**config.mk**
```make
export PLATFORM = sky130hd
export DESIGN_NAME = light_curtain_status_indicator
export DESIGN_NICKNAME = d
export VERILOG_FILES = /design/src/shared/light_curtain_pkg.sv /design/src/hdl/light_curtain_status_indicator.sv /design/src/hdl/flash_timer.sv
export VERILOG_INCLUDE_DIRS = /design/src /design/src/shared
export SDC_FILE = /design/constraint.sdc
export NUM_CORES = 1
export LEC_CHECK = 0
export CAP_MARGIN = 20
export CORE_ASPECT_RATIO = 0.7
export CORE_MARGIN = 5
export CORE_UTILIZATION = 55
export DETAILED_ROUTE_END_ITERATION = 10
export DONT_BUFFER_PORTS = 1
export GPL_TIMING_DRIVEN = 0
export PLACE_DENSITY_LB_ADDON = 0.25
export SYNTH_ARGS = -nofsm -noshare
export SYNTH_HDL_FRONTEND = slang
export SYNTH_SLANG_ARGS = --single-unit
```
**constraint.sdc**
```tcl
create_clock -name clock -period 12.1 [get_ports clock]
set_input_delay 0 -clock clock [delete_from_list [all_inputs] [get_ports clock]]
set_output_delay 0 -clock clock [all_outputs]
set_load 0.05 [all_outputs]
```
**src/shared/light_curtain_cfg.svh**
```systemverilog
// Constants for the light curtain status indicator.
// Assumes a 125 MHz system clock; included by the indicator, the flash timer and the bench.
// Behaviour
// - Transmitter LED dark, red fault, green normal
// - Green LED flashes 10 s, then shows channel
// - Receiver LED red outputs off, green on
// - External error flashes red near 1 Hz
// - Internal error flashes red near 10 Hz
// - Yellow on when interlock blocked, field free
// - Yellow on when gating asserted, outputs off
// - Yellow dark otherwise
// - Blue off, steady, slow or short flash
// - Normal display shows operating mode digit
// - Modes four and six rotate characters
// - Self test all segments, then response time
// - Error letter then code, cyclic
// - Non-locking errors clear after 10 s
// - Blocking errors lock until power removed
// - Alignment mode unaligned or 5 s interrupted
// - Segments map upper, middle, lower thirds
// - Sync held while one sync beam free
// - Response time follows scan length
// - Segment on/flash/off; revert after 5 s free
`ifndef LIGHT_CURTAIN_CFG_SVH
`define LIGHT_CURTAIN_CFG_SVH
`define CLK_HZ          125000000
`define TIMER_W         31
`define SLOW_FLASH_HZ   1
`define FAST_FLASH_HZ   10
`define SLOW_HALF       (`CLK_HZ / (2 * `SLOW_FLASH_HZ))
`define FAST_HALF       (`CLK_HZ / (2 * `FAST_FLASH_HZ))
`define RANGE_FLASH_S   10
`define RECOVER_S       10
`define ALIGN_S         5
`define SELFTEST_S      1
`define PHASE_S         1
`define RANGE_CYCLES    (`RANGE_FLASH_S * `CLK_HZ)
`define RECOVER_CYCLES  (`RECOVER_S * `CLK_HZ)
`define ALIGN_CYCLES    (`ALIGN_S * `CLK_HZ)
`define SELFTEST_CYCLES (`SELFTEST_S * `CLK_HZ)
`define PHASE_CYCLES    (`PHASE_S * `CLK_HZ)
`define SHORT_ON_DIV    8
// Seven-segment codes, bit order gfedcba
`define SEG_ALL         7'h7f
`define SEG_T           7'h78
`define SEG_F           7'h71
`define SEG_E           7'h79
`define SEG_U           7'h3e
`define SEG_ALIGN_TOP   7'h01
`define SEG_ALIGN_MID   7'h40
`define SEG_ALIGN_BOT   7'h08
`endif

```
**src/shared/light_curtain_pkg.sv**
```systemverilog
// Types for the light curtain status indicator.
// Assumes the constants header sits beside it.
package light_curtain_pkg;
	typedef enum logic [1:0] {
		ERR_NONE     = 2'h0,
		ERR_INTERNAL = 2'h1,
		ERR_EXTERNAL = 2'h2,
		ERR_USAGE    = 2'h3
	} err_class_t;

	typedef enum logic [4:0] {
		DSP_SELFTEST = 5'h01,
		DSP_RESPONSE = 5'h02,
		DSP_MODE     = 5'h04,
		DSP_ERROR    = 5'h08,
		DSP_ALIGN    = 5'h10
	} disp_state_t;

	typedef struct packed {
		logic       red;
		logic       green;
	} bicolour_t;

	typedef struct packed {
		err_class_t errClass;
		logic       blocking;
		logic [7:0] code;
	} fault_t;

	typedef struct packed {
		logic       inhibited;
		logic       active;
		logic       blocked;
	} interlock_t;
endpackage : light_curtain_pkg

```
**src/hdl/light_curtain_status_indicator.sv**
```systemverilog
// Status indication for transmitter LEDs and receiver LEDs and display.
// Assumes status pins from sensing and gating logic; async pins resync.
`timescale 1ns/1ps
`include "light_curtain_cfg.svh"
module light_curtain_status_indicator
	import light_curtain_pkg::*;
#(
	parameter int RECOVER_CYCLES  = `RECOVER_CYCLES,
	parameter int RANGE_CYCLES    = `RANGE_CYCLES,
	parameter int ALIGN_CYCLES    = `ALIGN_CYCLES,
	parameter int SELFTEST_CYCLES = `SELFTEST_CYCLES,
	parameter int PHASE_CYCLES    = `PHASE_CYCLES
) (
	input  wire logic       clock,
	input  wire logic       sys_rst,
	input  wire logic       txFault,
	input  wire logic       reducedRange,
	input  wire logic       channel_two,
	input  wire logic       safety_output_pair,
	input  wire fault_t     faultIn,
	input  wire logic       faultValid,
	input  wire interlock_t restart_interlock,
	input  wire logic       controllerGating,
	input  wire logic       process_gating,
	input  wire logic       blankTaught,
	input  wire logic       teachPending,
	input  wire logic       overrideActive,
	input  wire logic       opModeFive,
	input  wire logic [2:0] opModeNum,
	input  wire logic       syncBeamA,
	input  wire logic       syncBeamB,
	input  wire logic       aligned,
	input  wire logic       scanDone,
	input  wire logic [7:0] responseMs,
	input  wire logic [2:0] thirdAllClear,
	input  wire logic [2:0] thirdAnyClear,
	output bicolour_t       txLed1,
	output logic            txLed2,
	output bicolour_t       rxLed1,
	output logic            rxYellow,
	output logic            rxBlue,
	output logic [6:0]      segments,
	output logic            inSync,
	output logic            lockedOut,
	output logic            errorActive,
	output logic            scanStrobe
);
	logic slowLvl, fastLvl, slowWrap, fastWrap;
	logic shortLvl;

	// Shared flash sources
	flash_timer #(.HALF(`SLOW_HALF)) slowGen (
		.clock  (clock),
		.sys_rst(sys_rst),
		.level  (slowLvl),
		.wrap   (slowWrap)
	);
	flash_timer #(.HALF(`FAST_HALF)) fastGen (
		.clock  (clock),
		.sys_rst(sys_rst),
		.level  (fastLvl),
		.wrap   (fastWrap)
	);

	// Pin sync: three flops, accept when stages two and three agree
	logic [2:0] s1_q, s2_q, s3_q, pin_q, pin_d, pinRaw;
	assign pinRaw = {syncBeamB, syncBeamA, reducedRange};
	always_comb begin
		for (int i = 0; i < 3; i++) begin
			pin_d[i] = (s2_q[i] == s3_q[i]) ? s3_q[i] : pin_q[i];
		end
	end
	always_ff @(posedge clock or posedge sys_rst) begin
		if (sys_rst) begin
			s1_q  <= '0;
			s2_q  <= '0;
			s3_q  <= '0;
			pin_q <= '0;
		end else begin
			s1_q  <= pinRaw;
			s2_q  <= s1_q;
			s3_q  <= s2_q;
			pin_q <= pin_d;
		end
	end

	// Short blip: on for one fast half period in every eight, only while the slow level is on
	logic [2:0] blip_q, blip_d;
	always_comb begin
		blip_d   = fastWrap ? blip_q + 3'h1 : blip_q;
		shortLvl = slowLvl && (blip_q == 3'h0);
	end
	always_ff @(posedge clock or posedge sys_rst) begin
		if (sys_rst) blip_q <= '0;
		else blip_q <= blip_d;
	end

	// Timers: range flash window, error recovery, alignment, display phase
	logic [`TIMER_W-1:0] rng_q, rng_d, rec_q, rec_d;
	logic [`TIMER_W-1:0] alg_q, alg_d, ph_q, ph_d;
	logic                rngDone_q, rngDone_d;
	logic                err_q, err_d, lock_q, lock_d;
	err_class_t          cls_q, cls_d;
	logic [7:0]          code_q, code_d;
	disp_state_t         st_q, st_d;
	logic [1:0]          step_q, step_d;
	logic                fieldFree, phaseEnd;

	assign fieldFree = &thirdAllClear;
	assign phaseEnd  = (ph_q == `TIMER_W'(PHASE_CYCLES - 1));

	// Range flash window, error capture and recovery
	always_comb begin
		rngDone_d = rngDone_q;
		rng_d     = rng_q;
		if (!rngDone_q) begin
			rng_d     = rng_q + `TIMER_W'(1);
			rngDone_d = (rng_q == `TIMER_W'(RANGE_CYCLES - 1));
		end
		err_d  = err_q;
		lock_d = lock_q;
		cls_d  = cls_q;
		code_d = code_q;
		rec_d  = '0;
		if (faultValid && !lock_q) begin
			err_d  = 1'b1;
			cls_d  = faultIn.errClass;
			code_d = faultIn.code;
			lock_d = faultIn.blocking;
		end else if (err_q && !lock_q) begin
			rec_d = rec_q + `TIMER_W'(1);
			if (rec_q == `TIMER_W'(RECOVER_CYCLES - 1)) begin
				err_d = 1'b0;
				rec_d = '0;
			end
		end
	end
	always_ff @(posedge clock or posedge sys_rst) begin
		if (sys_rst) begin
			rng_q     <= '0;
			rngDone_q <= 1'b0;
			err_q     <= 1'b0;
			lock_q    <= 1'b0;
			cls_q     <= ERR_NONE;
			code_q    <= '0;
			rec_q     <= '0;
		end else begin
			rng_q     <= rng_d;
			rngDone_q <= rngDone_d;
			err_q     <= err_d;
			lock_q    <= lock_d;
			cls_q     <= cls_d;
			code_q    <= code_d;
			rec_q     <= rec_d;
		end
	end

	// Display sequencer
	always_comb begin
		st_d   = st_q;
		step_d = step_q;
		ph_d   = ph_q + `TIMER_W'(1);
		alg_d  = '0;
		unique case (st_q)
			DSP_SELFTEST: begin
				if (ph_q == `TIMER_W'(SELFTEST_CYCLES - 1)) begin
					st_d = DSP_RESPONSE;
					ph_d = '0;
				end
			end
			DSP_RESPONSE: begin
				if (phaseEnd) begin
					ph_d   = '0;
					step_d = step_q + 2'h1;
					if (step_q == 2'h2) begin
						st_d   = DSP_MODE;
						step_d = '0;
					end
				end
			end
			DSP_MODE: begin
				ph_d = '0;
				if (!fieldFree) alg_d = alg_q + `TIMER_W'(1);
				if (!aligned || alg_q == `TIMER_W'(ALIGN_CYCLES - 1))
					st_d = DSP_ALIGN;
			end
			DSP_ALIGN: begin
				ph_d = '0;
				if (fieldFree) alg_d = alg_q + `TIMER_W'(1);
				if (aligned && alg_q == `TIMER_W'(ALIGN_CYCLES - 1))
					st_d = DSP_MODE;
			end
			DSP_ERROR: begin
				if (phaseEnd) begin
					ph_d   = '0;
					step_d = step_q + 2'h1;
					if (step_q == 2'h2) step_d = '0;
				end
			end
		endcase
		if (err_q && st_q != DSP_SELFTEST && st_q != DSP_ERROR) begin
			st_d   = DSP_ERROR;
			step_d = '0;
			ph_d   = '0;
		end else if (!err_q && st_q == DSP_ERROR) begin
			st_d = DSP_MODE;
			ph_d = '0;
		end
	end
	always_ff @(posedge clock or posedge sys_rst) begin
		if (sys_rst) begin
			st_q   <= DSP_SELFTEST;
			step_q <= '0;
			ph_q   <= '0;
			alg_q  <= '0;
		end else begin
			st_q   <= st_d;
			step_q <= step_d;
			ph_q   <= ph_d;
			alg_q  <= alg_d;
		end
	end

	// Digit and letter glyphs
	function automatic logic [6:0] digit(input logic [3:0] v);
		logic [6:0] g;
		g = 7'h00;
		case (v)
			4'h0: g = 7'h3f;
			4'h1: g = 7'h06;
			4'h2: g = 7'h5b;
			4'h3: g = 7'h4f;
			4'h4: g = 7'h66;
			4'h5: g = 7'h6d;
			4'h6: g = 7'h7d;
			4'h7: g = 7'h07;
			4'h8: g = 7'h7f;
			4'h9: g = 7'h6f;
			default: g = 7'h79;
		endcase
		return g;
	endfunction : digit

	// Half-turn: swap a<->d, b<->e, c<->f, keep g
	function automatic logic [6:0] rotate(input logic [6:0] s);
		return {s[6], s[2], s[1], s[0], s[5], s[4], s[3]};
	endfunction : rotate

	// Output composition; registered so all outputs come from flops
	bicolour_t  tx1_d, rx1_d;
	logic       tx2_d, yel_d, blu_d, sync_d;
	logic [6:0] seg_d, raw;
	logic [3:0] tens, ones;
	always_comb begin
		tens = 4'(responseMs / 8'd10);
		ones = 4'(responseMs % 8'd10);
		tx1_d.red   = txFault;
		tx1_d.green = !txFault;
		tx2_d = (pin_q[0] && !rngDone_q) ? fastLvl : channel_two;
		rx1_d.green = safety_output_pair && !err_q;
		rx1_d.red   = !rx1_d.green;
		if (err_q && cls_q == ERR_INTERNAL) rx1_d.red = fastLvl;
		else if (err_q) rx1_d.red = slowLvl;
		yel_d = !safety_output_pair && (controllerGating
			|| (restart_interlock.active && restart_interlock.blocked
			&& fieldFree && !restart_interlock.inhibited));
		if (teachPending || overrideActive || lock_q) blu_d = shortLvl;
		else if (process_gating) blu_d = slowLvl;
		else blu_d = blankTaught;
		sync_d = pin_q[1] || pin_q[2];
		raw = 7'h00;
		unique case (st_q)
			DSP_SELFTEST: raw = `SEG_ALL;
			DSP_RESPONSE: raw = (step_q == 2'h0) ? `SEG_T
				: (step_q == 2'h1) ? digit(tens) : digit(ones);
			DSP_MODE: raw = digit(opModeFive ? 4'h5 : 4'h1);
			DSP_ERROR: begin
				if (step_q == 2'h0)
					raw = (cls_q == ERR_INTERNAL) ? `SEG_F
						: (cls_q == ERR_USAGE) ? `SEG_U : `SEG_E;
				else if (step_q == 2'h1) raw = digit(code_q[7:4]);
				else raw = digit(code_q[3:0]);
			end
			DSP_ALIGN: begin
				for (int i = 0; i < 3; i++) begin
					if (thirdAllClear[i] ||
						(thirdAnyClear[i] && slowLvl))
						raw = raw | ((i == 2) ? `SEG_ALIGN_TOP
						: (i == 1) ? `SEG_ALIGN_MID
						: `SEG_ALIGN_BOT);
				end
			end
		endcase
		seg_d = (opModeNum == 3'h4 || opModeNum == 3'h6) ? rotate(raw)
			: raw;
	end
	always_ff @(posedge clock or posedge sys_rst) begin
		if (sys_rst) begin
			txLed1      <= '0;
			txLed2      <= 1'b0;
			rxLed1      <= '0;
			rxYellow    <= 1'b0;
			rxBlue      <= 1'b0;
			segments    <= '0;
			inSync      <= 1'b0;
			lockedOut   <= 1'b0;
			errorActive <= 1'b0;
			scanStrobe  <= 1'b0;
		end else begin
			txLed1      <= tx1_d;
			txLed2      <= tx2_d;
			rxLed1      <= rx1_d;
			rxYellow    <= yel_d;
			rxBlue      <= blu_d;
			segments    <= seg_d;
			inSync      <= sync_d;
			lockedOut   <= lock_q;
			errorActive <= err_q;
			scanStrobe  <= scanDone && sync_d;
		end
	end

	a_lock_sticky: assert property (@(posedge clock) disable iff (sys_rst)
		lock_q |=> lock_q) else $error("lockout released");
	a_green_needs: assert property (@(posedge clock) disable iff (sys_rst)
		rxLed1.green |-> $past(safety_output_pair))
		else $error("green without outputs");
	a_yellow_off: assert property (@(posedge clock) disable iff (sys_rst)
		safety_output_pair |=> !rxYellow)
		else $error("yellow with outputs on");
	a_sync_hold: assert property (@(posedge clock) disable iff (sys_rst)
		(pin_q[1] || pin_q[2]) |=> inSync) else $error("sync lost");
	a_err_locked: assert property (@(posedge clock) disable iff (sys_rst)
		lock_q |-> err_q) else $error("locked but no error");
	a_self_first: assert property (@(posedge clock) disable iff (sys_rst)
		$rose(st_q == DSP_RESPONSE) |-> $past(st_q) == DSP_SELFTEST)
		else $error("response time skipped self test");
	a_tx_red: assert property (@(posedge clock) disable iff (sys_rst)
		txFault |=> txLed1.red && !txLed1.green)
		else $error("tx fault not red");
	a_err_show: assert property (@(posedge clock) disable iff (sys_rst)
		(err_q && st_q == DSP_MODE) |=> st_q == DSP_ERROR)
		else $error("error not displayed");
endmodule : light_curtain_status_indicator

```
**src/hdl/flash_timer.sv**
```systemverilog
// Free-running flash generator: toggles a level every HALF cycles.
// Assumes one clock domain and asynchronous active-high reset.
`timescale 1ns/1ps
`include "light_curtain_cfg.svh"
module flash_timer #(
	parameter int HALF = 2
) (
	input  wire logic clock,
	input  wire logic sys_rst,
	output logic      level,
	output logic      wrap
);
	logic [`TIMER_W-1:0] cnt_q, cnt_d;
	logic                lvl_q, lvl_d;

	// Count to the half period, then flip
	always_comb begin
		wrap  = (cnt_q == `TIMER_W'(HALF - 1));
		cnt_d = wrap ? '0 : cnt_q + `TIMER_W'(1);
		lvl_d = wrap ? ~lvl_q : lvl_q;
	end

	// Restarts cleanly on reset
	always_ff @(posedge clock or posedge sys_rst) begin
		if (sys_rst) begin
			cnt_q <= '0;
			lvl_q <= 1'b1; // On phase first, so a flash shows at once
		end else begin
			cnt_q <= cnt_d;
			lvl_q <= lvl_d;
		end
	end

	assign level = lvl_q;
endmodule : flash_timer

```
==> impl_metrics.csv, run 1 <==
group,metric,value,unit
logic_synthesis,ys_seq_elements,241,
finish,final_util,0.629,
worst_setup_path,path_max_fanout,9,
routing,vias,9632,
cts,clock_sink_count,241,
die,start_util,0.561,
timing,skew,0.0197,ns
worst_setup_path,r2r-end,"ph_q[25]$_DFF_PP0_",
cts,cts_tree,"done",
cts,root_buffer,"clkbuf_16",
cts,post_cts_buffers,0,
placed_design,post-place-ws,8.76,ns
cts,clk_latency,0.52,ns
routing,drt_iter0_drc,729,
min_path,worst_hold_path.num_cells,4,
worst_setup_path,rr_startpoint,"ph_q[6]$_DFF_PP0_",
worst_setup_path,worst-endpoint-arrival,3.26,ns
worst_setup_path,endpoint_kind,"register",
routing,drc,0,
timing,hold_viol,0,
run,drv_cap,0,
logic_synthesis,ys_seq_area_frac,0.472,
pwr,internal_power,1330,uW
cts,cts_max_path_buffers,3,
min_path,min_from,"responseMs[0]",
pwr,power_frac_clock,0.434,
pwr,leakage,0.00613,uW
logic_synthesis,syn_area,12800,um^2
placed_design,hpwl,19000,um
pwr,swShare,0.250,
global_routing,grt_pass1_wl,46200,um
die,ios,66,
global_routing,grt_busiest_layer,"met2",
global_routing,antenna_found_initial,0,
cts,h-tree-depth,1,
cts,cts_inserted_buffers,24,
min_path,hold-path-endpoint,"segments[5]$_DFF_PP0_",
die,fp.coreArea,22800,um^2
cts,path_clk_slew,0.07,ns
routing,via_per_inst,5.66,
worst_setup_path,crit_path_start_kind,"input pin",
pwr,peakVddDrop,0.101,mV
placed_design,io_buffers,0,
timing,rsz0062_at_grt,"false",
finish,syn_to_final_growth,12.1,%
routing,wl_per_cell,15.9,um
placed_design,globalplace.congestion,0.898,
global_routing,use_met2,0.319,
logic_synthesis,synth_edf_count,0,
logic_synthesis,synth_cell_types,91,
die,die_w,192,um
worst_setup_path,crit_type,"input pin to register",
finish,finalNetCount,1447,
logic_synthesis,synth.top_cell.area_share,0.466,
die,dieArea,26500,um^2
worst_setup_path,reg2reg_depth,7,
timing,hold_slack,0.00427,ns
logic_synthesis,synthCells,1314,
finish,finalInstanceArea,14300,um^2
timing,fin_ws,9.24,ns
logic_synthesis,syn_area_per_cell,9.73,um^2
timing,fin_crit,2.86,ns
global_routing,grt-ovfl-total,0,
logic_synthesis,synthesis.nets,1390,
logic_synthesis,yosys_warnings,0,
die,rows,46,
global_routing,globalRouteMet3Util,0.0367,
global_routing,grt_use_total,0.210,
pwr,power_frac_comb,0.086,
finish,layout-drive-gt1-share,0.0727,
worst_setup_path,critPathRequiredTime,12.49,ns
global_routing,grt_max_degree,130,
timing,tns,0,ns
pwr,power_density,124,nW/um^2
logic_synthesis,synthTopCellsByArea,"dfrtp_1 (47%), xnor2_1 (6.4%), xor2_1 (6.2%)",
logic_synthesis,ys.flop_type,"dfrtp_1",
timing,max_slew_margin,0.379,
global_routing,grt_pass1_vias,9335,
timing,max_freq,0.349,GHz
routing,drt-total-wl,27100,um
timing,drv_slew,0,
routing,postRouteAntennaNets,0,
timing,setup_viol,0,
pwr,p_seq_frac,0.480,
pwr,netSwitchingPower,445,uW
routing,drtPass1Iterations,5,
status,status,"complete, no violations",
timing,post-route-period-util,0.236,
min_path,min-delay-path-class,"input pin to register",
worst_setup_path,ff2ff_setup_slack,9.40,ns
logic_synthesis,async_flop_share,1.00,
die,die_height,138,um
timing,tightest_slew,0.932,ns
logic_synthesis,netlist.top_cell.by_area,"dfrtp_1",
finish,diodes,0,
placed_design,placed_cell_area,13200,um^2
global_routing,met1_usage,0.316,
-- sequential cells by signal, summed over array words and instances (netlist names), 2 cells and up --
register       count
slowGen.cnt_q     31
pin_q              3
alg_q             31
s1_q               3
code_q             8
s2_q               3
st_q               5
cls_q              2
blip_q             3
segments           7
rec_q             31
rng_q             31
step_q             2
rxLed1             2
ph_q              31
txLed1             2
s3_q               3
fastGen.cnt_q     31
-- power groups by stage --
stage	logic (uW)	clock network (uW)	registers, uW
6_report	152	772	854
5_1_grt	172	825	856
4_1_cts	152	789	854
3_5_place_dp	144	0	869
3_3_place_gp	140	0	869
2_1_floorplan	112	0	865
-- cells in the final DEF, fill, tap and decap left out, types with 8 or more instances in the layout --
cell	netlist	layout
nand4_1	37	37
nand2b_1	12	12
nor2b_1	19	19
a21oi_1	37	37
and3_1	46	46
or3_1	9	9
ha_1	28	28
and4_1	10	10
nor4b_1	15	15
dfrtp_1	238	238
nor2_1	182	182
nand2_1	106	106
and2_1	10	10
clkbuf_1	31	35
inv_1	33	32
nor3_1	28	28
nand3_1	81	81
clkbuf_16	0	24
mux2_2	13	13
xnor2_1	93	93
xor2_1	90	90
nor4_1	12	12
dlygate4sd3_1	0	29
a21o_1	8	8
o21ai_0	26	26
-- per-stage QoR --
| stage | power (uW) | instances |
|---|---|---|
| 2_1_floorplan | 977 | 1314 |
| 3_3_place_gp | 1010 | 1626 |
| 3_5_place_dp | 1010 | 1627 |
| 4_1_cts | 1800 | 1700 |
| 5_1_grt | 1850 | 1701 |
| 6_report | 1780 | 1701 |
-- cell usage after synthesis, types with 6 or more instances --
library cell  number
or3_1              9
clkbuf_1          31
and2_1            10
xnor2_1           93
nor2_1           182
a21oi_1           37
nor4_1            12
and3_1            46
nand4_1           37
nand2_1          106
mux2i_1            7
or2_2              6
inv_1             33
nand3_1           81
a31oi_1            6
nor3b_1            7
buf_2              6
xor2_1            90
mux2_2            13
ha_1              28
o21ai_0           26
nor3_1            28
a21o_1             8
and4_1            10
nor4b_1           15
nand2b_1          12
nor2b_1           19
dfrtp_1          238
-- worst max-delay path, cell delays in order --
cell and delay [ns]:
buf_6 0.10, or2b_2 0.37, nor3b_1 0.24, a311oi_2 0.10, and2_1 0.16, buf_2 0.18
maj3_1 0.35, o21ai_0 0.19, nand2_1 0.14, inv_1 0.15, ha_1 0.16, o21ai_1 0.07
a32o_1 0.22, a21oi_1 0.17, a311oi_1 0.08, a211o_1 0.30, mux2_2 0.28
-- per-layer routing --
layer | vias to the layer above | share of wire
li1 | 4692 | -
met1 | 4694 | 0.49
met2 | 209 | 0.43
met3 | 37 | 0.051
met4 | 0 | 0.023
met5 | - | 0
-- repair_timing --
action,in CTS,in global routing
resized for setup,0,0
hold buffers,29,0
hold endpoints to repair,157,0
-- worst max-delay path by stage --
stage	cells after the start	end	start	slack, ns
after detailed placement	17	segments[2]$_DFF_PP0_	responseMs[6]	8.76
after CTS	17	segments[2]$_DFF_PP0_	responseMs[6]	9.28
after global placement	1	segments[6]$_DFF_PP0_	sys_rst	2.95
after global routing	17	segments[2]$_DFF_PP0_	responseMs[6]	9.00
after floorplan	1	alg_q[0]$_DFF_PP0_	sys_rst	5.49
final	17	segments[2]$_DFF_PP0_	responseMs[6]	9.24
-- layout make-up --
type / instances / area [um^2]
Inverter: 34 / 135
Sequential cell: 241 / 6030
Buffer: 46 / 225
Timing Repair Buffer: 31 / 323
Clock inverter: 13 / 168
Fill cell: 1876 / 8460
Clock buffer: 31 / 657
Tap cell: 312 / 390
Multi-Input combinational cell: 993 / 6400
-- logic make-up after synthesis --
| group | share of synthesized area |
|---|---|
| AOI/OAI and AO/OA | 0.0789 |
| buffers and inverters | 0.0276 |
| muxes | 0.0169 |
| xor gates and xnor gates | 0.127 |
| and+or+nand+nor | 0.247 |
| adders and majority gates | 0.0305 |
| DFF | 0.472 |
(Power assumes the default switching activity.)
==> run 2, diff against run 1 <==
- clock period: 12.1 -> 2.3 ns (I/O delays scaled with it)
==> run 2 against run 1 <==
Net effect: the flow now finishes with violations (setup timing); register-to-register slack worse by 9.5 ns; flip-flop and latch count unchanged; utilization increased by 3.2 points; clock skew decreased by 0.00089 ns; critical path type is now register to register.
==> impl_metrics.csv, run 2 (synthesis gave the netlist of run 1 again) <==
group,metric,value,unit
status,status,"complete, but fails checks",
status,violations,"setup timing",
timing,fin_crit,2.40,ns
pwr,netSwitchingPower,2380,uW
routing,via_per_inst,5.68,
routing,drtPass1Iterations,5,
finish,finalInstanceArea,15100,um^2
routing,vias,9792,
min_path,min-delay-path-class,"input pin to register",
worst_setup_path,path_cells,"nor4b_4 -> nand3_1 -> or4_4 -> and2_4 -> a211o_1 -> a21o_1 -> a22o_1",
worst_setup_path,crit_path_start_kind,"register",
worst_setup_path,endpoint_kind,"register",
finish,layout_common_cells,"dfrtp_1 (237), nor2_1 (172), nand2_1 (103)",
placed_design,io_buffers,0,
run,drv_cap,0,
global_routing,grt_pass1_vias,9407,
global_routing,antenna_found_initial,2,
worst_setup_path,crit_type,"register to register",
finish,syn_to_final_growth,17.7,%
cts,cts_inserted_buffers,24,
finish,seqCellArea,6040,um^2
die,fp.coreArea,22800,um^2
timing,hold_viol,0,
timing,setup_viol,8,
die,die_height,138,um
routing,postRouteAntennaNets,0,
global_routing,grt-ovfl-total,0,
die,dieArea,26500,um^2
cts,h-tree-depth,1,
timing,max_slew_margin,0.522,
pwr,power_frac_clock,0.441,
pwr,internal_power,7330,uW
timing,max_freq,0.416,GHz
timing,skew,0.0188,ns
timing,post-route-period-util,1.05,
finish,multiInputGateArea,6790,um^2
global_routing,grt_use_total,0.218,
pwr,swShare,0.245,
die,start_util,0.561,
finish,layout-drive-gt1-share,0.147,
timing,hold_slack,0.0232,ns
worst_setup_path,slowest_stage,"or4_4",
pwr,leakage,0.00644,uW
cts,clock_sink_count,241,
pwr,power_frac_comb,0.096,
die,ios,66,
timing,rsz0062_at_grt,"true",
routing,drc,0,
worst_setup_path,worst-endpoint-arrival,2.80,ns
global_routing,grt_max_degree,41,
finish,finalNetCount,1470,
finish,fill_cells,1814,
timing,tightest_slew,0.716,ns
timing,fin_ws,-0.104,ns
cts,clk_latency,0.52,ns
worst_setup_path,max_stage_delay,0.54,ns
worst_setup_path,path_buf_inv,0,
timing,drv_slew,0,
routing,wl_per_cell,16.6,um
die,rows,46,
die,die_w,192,um
cts,cts_max_path_buffers,3,
global_routing,grt_pass1_wl,47700,um
pwr,p_seq_frac,0.463,
placed_design,globalplace.congestion,0.909,
cts,path_clk_slew,0.07,ns
placed_design,placed_cell_area,13400,um^2
worst_setup_path,ff2ff_setup_slack,-0.10,ns
routing,drt-total-wl,28700,um
worst_setup_path,path_max_fanout,5,
placed_design,hpwl,19600,um
finish,layout_commonest_cell,"dfrtp_1",
worst_setup_path,critPathRequiredTime,2.70,ns
pwr,peakVddDrop,0.530,mV
cts,cts_tree,"done",
worst_setup_path,critPathTopFamily,"simple AND/OR/NAND/NOR gates",
routing,drt_iter0_drc,718,
pwr,power_density,645,nW/um^2
cts,root_buffer,"clkbuf_16",
==> run 2: timing repair <==
item / CTS / global route
gates resized for setup: 37 / 63
hold buffers: 30 / 0
endpoints found under the hold margin: 136 / 0
setup buffers: 15 / 9
pin swaps: 21 / 24
endpoints found under the setup margin: 90 / 140
==> run 2: routing by layer <==
metal | track usage | vias up | share of wire
met5 | 0 | - | 0.00087
li1 | - | 4734 | -
met2 | 0.317 | 244 | 0.44
met3 | 0.0443 | 44 | 0.054
met1 | 0.337 | 4766 | 0.49
met4 | 0.0463 | 4 | 0.017
==> run 2: area by class of cell <==
cell class | count | share of cell area
diodes | 2 | 0.000332
plain buffers | 41 | 0.0155
clock buffers | 31 | 0.0443
clock inverters | 12 | 0.0134
inverters | 34 | 0.00898
multi-input cells | 993 | 0.451
flip-flops and latches | 241 | 0.401
well taps | 312 | 0.0259
repair buffers | 59 | 0.0394
==> run 2: stage by stage <==
stage               power (uW)  setup WS (ns)  cells   util  TNS [ns]
floorplan                 5170         -0.859   1314      -   -206.00
global placement          5340          -2.16   1626  0.582   -524.60
detailed placement        5380         -0.915   1632  0.587    -17.66
CTS                       9750        -0.0746   1718  0.649    -0.294
global route             10100         -0.177   1723  0.660     -5.01
finish                    9710         -0.104   1725  0.661    -0.554
==> run 2: final timing paths <==
| path | from | end | depth (start not counted) |
|---|---|---|---|
| hold reg to reg | s1_q[2]$_DFF_PP0_ | s2_q[2]$_DFF_PP0_ | 0 |
| min in group asynchronous | sys_rst | rec_q[18]$_DFF_PP0_ | 2 |
| max in group asynchronous | sys_rst | alg_q[16]$_DFF_PP0_ | 7 |
| setup reg to reg | ph_q[23]$_DFF_PP0_ | st_q[1]$_DFFE_PP0P_ | 7 |
| hold / removal | responseMs[0] | segments[5]$_DFF_PP0_ | 4 |
| setup / recovery | ph_q[23]$_DFF_PP0_ | st_q[1]$_DFFE_PP0P_ | 7 |
==> run 2: power groups by stage <==
| stage | Combinational (uW) | Clock (uW) | Sequential, uW |
|---|---|---|---|
| 2_1_floorplan | 618 | 0 | 4550 |
| 3_3_place_gp | 763 | 0 | 4570 |
| 3_5_place_dp | 807 | 0 | 4570 |
| 4_1_cts | 890 | 4360 | 4490 |
| 5_1_grt | 1040 | 4530 | 4500 |
| 6_report | 932 | 4290 | 4490 |
==> run 2: tightest hold or removal path, cell delays in order <==
cell	delay (ns)
a311oi_2	0.03
nand2_1	0.08
a41oi_2	0.12
mux2_4	0.26
